<file path="config.mk">
export PLATFORM = sky130hd
export DESIGN_NAME = dcr_regs
export DESIGN_NICKNAME = d
export VERILOG_FILES = /design/src/dcr_pkg.sv /design/src/dcr_regs.sv
export VERILOG_INCLUDE_DIRS = /design/src
export SDC_FILE = /design/constraint.sdc
export NUM_CORES = 1
export LEC_CHECK = 0
export BUFFER_PORTS_ARGS = -buffer_cell sky130_fd_sc_hd__buf_2
export CORE_MARGIN = 4
export CORE_UTILIZATION = 40
export CTS_BUF_LIST = sky130_fd_sc_hd__clkbuf_2
export DETAILED_ROUTE_END_ITERATION = 8
export PLACE_DENSITY = 0.76
export SLEW_MARGIN = 20
export SYNTH_ARGS = -nofsm -noshare
export SYNTH_HDL_FRONTEND = slang
export SYNTH_SLANG_ARGS = --single-unit
</file>
<file path="constraint.sdc">
create_clock -name mclk_i -period 4.5 [get_ports mclk_i]
set_input_delay 0.45 -clock mclk_i [delete_from_list [all_inputs] [get_ports mclk_i]]
set_output_delay 0.45 -clock mclk_i [all_outputs]
set_load 0.01 [all_outputs]
</file>
<file path="src/dcr_params.svh">
`ifndef DCR_PARAMS_SVH
`define DCR_PARAMS_SVH

// ----------------------------------------
// Register indices (byte address = 4 * index)
// ----------------------------------------
`define DCR_IDX_CH3_DRIVE     7'h21
`define DCR_IDX_MAKER_ID      7'h7e
`define DCR_IDX_PART_ID       7'h7f
`define DCR_IDX_CONFIG        7'h40

// ----------------------------------------
// Field positions
// ----------------------------------------
`define DCR_DRIVE_CODE_MSB    15
`define DCR_DRIVE_CODE_LSB    11
`define DCR_CAL_CODE_MSB      10
`define DCR_CAL_CODE_LSB      6
`define DCR_CFG_OVERRIDE_BIT  0
`define DCR_CFG_AUTOAMP_BIT   1

// ----------------------------------------
// Reset values
// ----------------------------------------
`define DCR_DRIVE_CODE_RST    5'h00
`define DCR_CAL_CODE_RST      5'h00
`define DCR_CFG_RST           2'h0

// Arbitrary neutral identity values
`define DCR_MAKER_ID_VAL      16'h1234
`define DCR_PART_ID_VAL       8'h5a

`endif

</file>
<file path="src/dcr_pkg.sv">
package dcr_pkg;

	typedef enum logic [1:0] {
		DCR_IDLE = 2'b01,
		DCR_RESP = 2'b10
	} dcr_state_e;

endpackage : dcr_pkg

</file>
<file path="src/dcr_regs.sv">
// Added by the designer: the Avalon-MM interface to the registers.
`include "dcr_params.svh"

// What this block does
// - Drive register at 0x21: bits 15:11 writable code, reset zero, 5:0 read zero.
// - Programmed code drives channel 3 settling and conversion only when override set.
// - Bits 10:6 read-only calibrated code; writes to them are ignored.
// - Calibrated code refreshed per amplitude correction unless auto-amplitude disabled.
// - Maker identification at 0x7E returns fixed 16-bit code, writes ignored.
// - Part identification at 0x7F returns fixed 8-bit code, writes ignored.
module dcr_regs #(
	parameter logic [15:0] MAKER_ID = `DCR_MAKER_ID_VAL,
	parameter logic [7:0]  PART_ID  = `DCR_PART_ID_VAL
) (
	input  wire logic        mclk_i,
	input  wire logic        rst_b_i,
	input  wire logic [8:0]  avs_address_i,
	input  wire logic        avs_read_i,
	input  wire logic        avs_write_i,
	input  wire logic [31:0] avs_writedata_i,
	input  wire logic [3:0]  avs_byteenable_i,
	output logic      [31:0] avs_readdata_o,
	output logic             avs_waitrequest_o,
	input  wire logic        ch3_active_i,
	input  wire logic        amp_corr_done_i,
	input  wire logic [4:0]  amp_corr_code_i,
	input  wire logic [4:0]  ch3_auto_code_i,
	output logic      [4:0]  ch3_drive_o,
	output logic             calibration_override_enable_o,
	output logic             auto_amplitude_disable_o
);

	// ----------------------------------------
	// State
	// ----------------------------------------
	dcr_pkg::dcr_state_e state_q, state_d;
	logic [31:0] rdata_q, rdata_d;
	logic [4:0]  drive_code_q, drive_code_d;
	logic [4:0]  cal_code_q, cal_code_d;
	logic        override_q, override_d;
	logic        autoamp_dis_q, autoamp_dis_d;
	logic [4:0]  drive_q, drive_d;
	logic        waitreq_q, waitreq_d;
	localparam logic [1:0] CFG_RST = `DCR_CFG_RST;

	logic [6:0]  idx;
	logic        take;
	logic        commit;
	logic        wr_lo;
	logic        wr_hi;

	// Register hit gated by its byte lane
	function automatic logic lane_hit(
		input logic [6:0] i,
		input logic [6:0] target,
		input logic       lane
	);
		return lane && (i == target);
	endfunction : lane_hit

	function automatic logic [31:0] read_mux(input logic [6:0] i);
		logic [31:0] r;
		r = 32'h0000_0000;
		unique case (i)
			`DCR_IDX_CH3_DRIVE: begin
				r[`DCR_DRIVE_CODE_MSB:`DCR_DRIVE_CODE_LSB] = drive_code_q;
				r[`DCR_CAL_CODE_MSB:`DCR_CAL_CODE_LSB]     = cal_code_q;
			end
			`DCR_IDX_MAKER_ID: r[15:0] = MAKER_ID;
			`DCR_IDX_PART_ID:  r[7:0]  = PART_ID;
			`DCR_IDX_CONFIG: begin
				r[`DCR_CFG_OVERRIDE_BIT] = override_q;
				r[`DCR_CFG_AUTOAMP_BIT]  = autoamp_dis_q;
			end
			default: r = 32'h0000_0000;
		endcase
		return r;
	endfunction : read_mux

	// ----------------------------------------
	// Request decode
	// ----------------------------------------
	always_comb begin
		idx    = avs_address_i[8:2];
		take   = (avs_read_i || avs_write_i) && (state_q == dcr_pkg::DCR_IDLE);
		// Writes land on the edge that sees waitrequest low
		commit = avs_write_i && (state_q == dcr_pkg::DCR_RESP);
		wr_lo  = commit && avs_byteenable_i[0];
		wr_hi  = commit && avs_byteenable_i[1];
	end

	// ----------------------------------------
	// Bus handshake
	// ----------------------------------------
	always_comb begin
		state_d   = state_q;
		waitreq_d = waitreq_q;
		rdata_d   = rdata_q;
		unique case (state_q)
			dcr_pkg::DCR_IDLE: begin
				// Read data captured here, stands for the answer cycle
				if (take) begin
					state_d   = dcr_pkg::DCR_RESP;
					waitreq_d = 1'b0;
					rdata_d   = avs_read_i ? read_mux(idx) : 32'h0000_0000;
				end
			end
			dcr_pkg::DCR_RESP: begin
				state_d   = dcr_pkg::DCR_IDLE;
				waitreq_d = 1'b1;
				rdata_d   = 32'h0000_0000;
			end
			default: begin
				// Illegal code falls back to idle
				state_d   = dcr_pkg::DCR_IDLE;
				waitreq_d = 1'b1;
				rdata_d   = 32'h0000_0000;
			end
		endcase
	end

	always_ff @(posedge mclk_i or negedge rst_b_i) begin
		if (!rst_b_i) begin
			state_q   <= dcr_pkg::DCR_IDLE;
			waitreq_q <= 1'b1;
			rdata_q   <= 32'h0000_0000;
		end else begin
			state_q   <= state_d;
			waitreq_q <= waitreq_d;
			rdata_q   <= rdata_d;
		end
	end

	// ----------------------------------------
	// Configuration bits
	// ----------------------------------------
	always_comb begin
		override_d    = override_q;
		autoamp_dis_d = autoamp_dis_q;
		if (lane_hit(idx, `DCR_IDX_CONFIG, wr_lo)) begin
			override_d    = avs_writedata_i[`DCR_CFG_OVERRIDE_BIT];
			autoamp_dis_d = avs_writedata_i[`DCR_CFG_AUTOAMP_BIT];
		end
	end

	always_ff @(posedge mclk_i or negedge rst_b_i) begin
		if (!rst_b_i) begin
			override_q    <= CFG_RST[`DCR_CFG_OVERRIDE_BIT];
			autoamp_dis_q <= CFG_RST[`DCR_CFG_AUTOAMP_BIT];
		end else begin
			override_q    <= override_d;
			autoamp_dis_q <= autoamp_dis_d;
		end
	end

	// ----------------------------------------
	// Programmed drive code
	// ----------------------------------------
	always_comb begin
		drive_code_d = drive_code_q;
		// Only the upper field has a write path
		if (lane_hit(idx, `DCR_IDX_CH3_DRIVE, wr_hi)) begin
			drive_code_d = avs_writedata_i[`DCR_DRIVE_CODE_MSB:`DCR_DRIVE_CODE_LSB];
		end
	end

	always_ff @(posedge mclk_i or negedge rst_b_i) begin
		if (!rst_b_i) begin
			drive_code_q <= `DCR_DRIVE_CODE_RST;
		end else begin
			drive_code_q <= drive_code_d;
		end
	end

	// ----------------------------------------
	// Calibrated drive code
	// ----------------------------------------
	always_comb begin
		cal_code_d = cal_code_q;
		// Correction result dropped while auto amplitude is off
		if (amp_corr_done_i && !autoamp_dis_q) begin
			cal_code_d = amp_corr_code_i;
		end
	end

	always_ff @(posedge mclk_i or negedge rst_b_i) begin
		if (!rst_b_i) begin
			cal_code_q <= `DCR_CAL_CODE_RST;
		end else begin
			cal_code_q <= cal_code_d;
		end
	end

	// ----------------------------------------
	// Applied drive during settle and conversion
	// ----------------------------------------
	always_comb begin
		drive_d = drive_q;
		// Holds its last value outside channel 3 intervals
		if (ch3_active_i) begin
			drive_d = override_q ? drive_code_q : ch3_auto_code_i;
		end
	end

	always_ff @(posedge mclk_i or negedge rst_b_i) begin
		if (!rst_b_i) begin
			drive_q <= 5'h00;
		end else begin
			drive_q <= drive_d;
		end
	end

	// ----------------------------------------
	// Outputs
	// ----------------------------------------
	// Each output is a register of its own
	always_comb begin
		avs_readdata_o                = rdata_q;
		avs_waitrequest_o             = waitreq_q;
		ch3_drive_o                   = drive_q;
		calibration_override_enable_o = override_q;
		auto_amplitude_disable_o      = autoamp_dis_q;
	end

endmodule : dcr_regs

</file>
* Word level (Yosys, flattened, before mapping)
Index checks and enable logic that the tools add are counted.
Storage, ports and cells: register bits 52, bits in latches 0, RAM bits 0, ROM bits 0, input bits 61, logic and storage cells 36, memories kept 0
Operators by class: add/sub/neg operators 0, multipliers 0, div/mod/pow operators 0, order comparisons 0, equality and inequality tests 7, shifts and indexed selects 0, multiplexer cells 12, bitwise gates (word level) 0, reductions and logical operators 9
Operators by type and width (number):
- $mux 32 | 2
- $eq 7x7->1 const B | 3
- $mux 16 | 1
- $pmux 8 s2 | 1
- $pmux 2 s2 | 2
- $pmux 4 s2 | 1
- $eq 7x6->1 const B | 1
- $logic_and 1x1->1 | 7
- $mux 5 | 1
- $mux 2 | 2
- $eq 2x1->1 const B | 1
- $eq 2x2->1 const B | 1
- $mux 1 | 2
- $ne 2x2->1 const B | 1
- $logic_not 1->1 | 1
- $logic_or 1x1->1 | 1

* Longest topological paths before layout
word-level depth 5, mapped depth 4

* Least setup slack after synthesis
OpenSTA, ideal clock, no wires.
kind input to register, from in avs_address_i[3], to reg drive_code_q[0], library setup time 0.125 ns, arrival 1.767 ns, required time 4.375 ns, setup slack 2.608 ns, stages on the path 3, path buffers 0, cells stage by stage or4_4 > nor4_4 > mux2_2
Between the ends: word-level cells in the longest chain between the ends 2
RTL lines:
- start, declared | line dcr_regs.sv:17 | input wire logic [8:0] avs_address_i,
- $eq 7x6->1 | line dcr_regs.sv:58 | return lane && (i == target);
- $logic_and 1x1->1 | line dcr_regs.sv:58
- end signal, assigned | line dcr_regs.sv:169 | drive_code_q <= `DCR_DRIVE_CODE_RST;
- end signal, assigned | line dcr_regs.sv:171 | drive_code_q <= drive_code_d;
- end, declared | line dcr_regs.sv:38 | logic [4:0] drive_code_q, drive_code_d;
Every way passes these cells. A chain may end at the register's enable or synchronous reset.

* Worst setup path after layout
Ends and elaborated chain as after synthesis.

==> flow_summary.toml <==
[power_and_ir_drop]
p_clk_frac = 0.243
p_sw_frac = 0.3011
ir_drop_uv = 218.3
power.leakage_nw = 0.9641
p_comb_frac = 0.157
seq_power_share = 0.600
intPower_mw = 0.4044
power_density_mw_per_mm2 = 315.0
p_switching_mw = 0.1742

[place]
place_congestion = 0.7085
place_area_mm2 = 0.001795
hpwlAfterDp_um = 2421
numPortBuffers = 55

[global_route]
track_usage = 0.1343
antenna_found_initial = 0
overflow = 0
grt_start_max_net_pins = 35
grt_pass1_vias = 1095
grt_pass1_wl_um = 5161

[yosys]
synth_top_area_share = 0.5397
netlist_area_mm2 = 0.001530
synth_warnings = 0
synth_common_cells = "dfrtp_1 (33), buf_4 (17), mux2_2 (12)"
synth_seq_cells = 34
yosysSeqAreaShare = 0.5568
syn_avg_cell_area_um2 = 12.86
synthDistinctLibCells = 28
synth_most_common_cell = "dfrtp_1"
yosys_most_used_dff = "dfrtp_1"
syn_inst = 119
yosysTopAreaCell = "dfrtp_1"
netlist_top_cells_area = "dfrtp_1 (54%), mux2_2 (8.8%), buf_4 (8.3%)"
ys_async_sr_fraction = 1.000
synth_edf_count = 0

[sta]
rsz0062_at_grt = "false"
tightest_slew_ns = 0.7218
timing.slew.headroom = 0.5188
finalSetupTns_ns = 0
drv_slew = 0
setup_violations = 0
period_share = 0.3833
final-hold-violation-count = 0
fmax_mhz = 579.7
final.setup_skew_ns = 0.02135
period_minus_slack_ns = 1.725

[floorplan]
die_area_mm2 = 0.004879
die_h_um = 69.85
initial_core_util = 0.4149
die_x_um = 69.85
core_mm2 = 0.003689
io-pin-count = 101
rows = 22

[clock_tree]
cts_max_path_buffers = 2
cts-buffers-inserted = 5
cts_root_buf = "clkbuf_2"
holdBufCountCts = 0
clk_latency_ns = 0.39
numClockSinks = 34
cts-htree-levels = 2
cts_tree = "done"
path_clk_slew_ns = 0.20
postCtsSetupRepairBufs = 0
ctsResizeCount = 0

[critical_path]
r2r_slack_ns = 2.87
cp-end-kind = "flop"
arrival_ns = 1.99
r2r_cells = 3
path_class = "in2reg"
cp_max_fo = 5
rr_startpoint = "state_q[0]$_DFFE_PN1P_"
crit_required_ns = 4.77
startpoint_type = "input pin"
reg2reg_to = "avs_readdata_o[12]$_DFFE_PN0P_"

[cells_and_area]
regArea_um2 = 852.1
syn_to_final_growth_pct = 20.03
fillCellCount = 355
drive_gt1_frac = 0.4607
fin_area_mm2 = 0.001837
multi_input_area_um2 = 593.1
final_nets = 238
diodes = 0

[worst_hold_path]
hp-class = "in2async"

[drt]
avgRoutedWirePerCell_um = 14.24
remaining_drc_errors = 0
drt-pass1-iter-count = 4
via_per_inst = 4.757
ant_nets = 0
wl_um = 3218
drt_iter0_drc = 20
vias = 1075

[job]
drv_cap = 0

[run_status]
status = "finished clean"
-- layout by cell type (no fill, tap or decap) --
master       n
buf_2       55
a21o_1       2
nor2b_1      2
or2_2        1
dfrtp_1     33
a21oi_1      5
a221o_1      4
nor4_2       1
nand4_1      1
nor2_1       5
o31ai_1      1
nor4_1       1
nor4b_2      1
or4_4        1
clkbuf_2     5
buf_4        1
nor4_4       2
o21ai_0      1
mux2_2      12
nand2_1      3
conb_1      16
inv_1        2
mux2i_1      5
a22o_1       8
nand3b_1     2
nand4b_1     2
clkinv_2     1
clkinv_1     1
dfstp_2      1
clkinvlp_4   1
nor3_1       2
-- state kept, by name, summed over array words and instances (netlist names) --
signal / flops
avs_readdata_o: 15
cal_code_q: 5
ch3_drive_o: 5
calibration_override_enable_o: 1
drive_code_q: 5
state_q: 2
auto_amplitude_disable_o: 1
-- worst max path at each step --
stage	cells past startpoint	start	slack, ns	endpoint
floorplan	3	avs_address_i[3]	2.61	drive_code_q[0]$_DFFE_PN0P_
global placement	4	avs_address_i[3]	2.38	auto_amplitude_disable_o$_DFFE_PN0P_
detailed placement	4	avs_address_i[3]	2.37	auto_amplitude_disable_o$_DFFE_PN0P_
CTS	4	avs_address_i[3]	2.79	drive_code_q[0]$_DFFE_PN0P_
global route	1	calibration_override_enable_o$_DFFE_PN0P_	2.77	calibration_override_enable_o
finish	4	avs_address_i[3]	2.78	drive_code_q[0]$_DFFE_PN0P_
-- critical path: stages --
cell    delay [ns]
buf_2         0.10
or4_4         0.59
nor4_4        0.45
mux2_2        0.39
-- layout make-up --
type / instances / area share
Timing Repair Buffer: 56 / 0.1540
Multi-Input combinational cell: 78 / 0.3229
Clock buffer: 5 / 0.01362
Tap cell: 48 / 0.03270
Sequential cell: 34 / 0.4639
Inverter: 2 / 0.004087
Clock inverter: 3 / 0.008856
-- stage by stage --
stage | cells | setup WS, ns | total power, mW | utilization | hold WS, ns
finish | 226 | 2.775 | 0.5786 | 0.4980 | 0.07970
global route | 226 | 2.766 | 0.6131 | 0.4980 | 0.09807
CTS | 226 | 2.792 | 0.5840 | 0.4980 | 0.1045
detailed placement | 218 | 2.371 | 0.4441 | 0.4868 | 0.4651
global placement | 218 | 2.383 | 0.4422 | 0.4868 | 0.4605
floorplan | 134 | 2.608 | 0.4110 | - | 0.1544
-- cells by family after synthesis --
logic type      after synthesis  synth area share
mux                          17            0.1210
compound gates               21            0.1063
other cells                   1          0.002451
flops                        34            0.5568
simple gates                 24            0.1169
buf+inv                      22           0.09648
-- power by group through the flow --
stage	clock network, mW	registers, mW	logic [mW]
6_report	0.140	0.347	0.0911
5_1_grt	0.160	0.351	0.103
4_1_cts	0.145	0.347	0.0920
3_5_place_dp	0	0.352	0.0917
3_3_place_gp	0	0.352	0.0904
2_1_floorplan	0	0.353	0.0581
-- routing by layer --
metal,global-route usage,routed length (µm),part of all wire
met5,0,0,0
met3,0.05180,309,0.096
met2,0.2036,1411,0.44
met4,0.05106,29,0.0090
met1,0.1734,1467,0.46
Note: power is estimated with default switching activity, not from simulation.
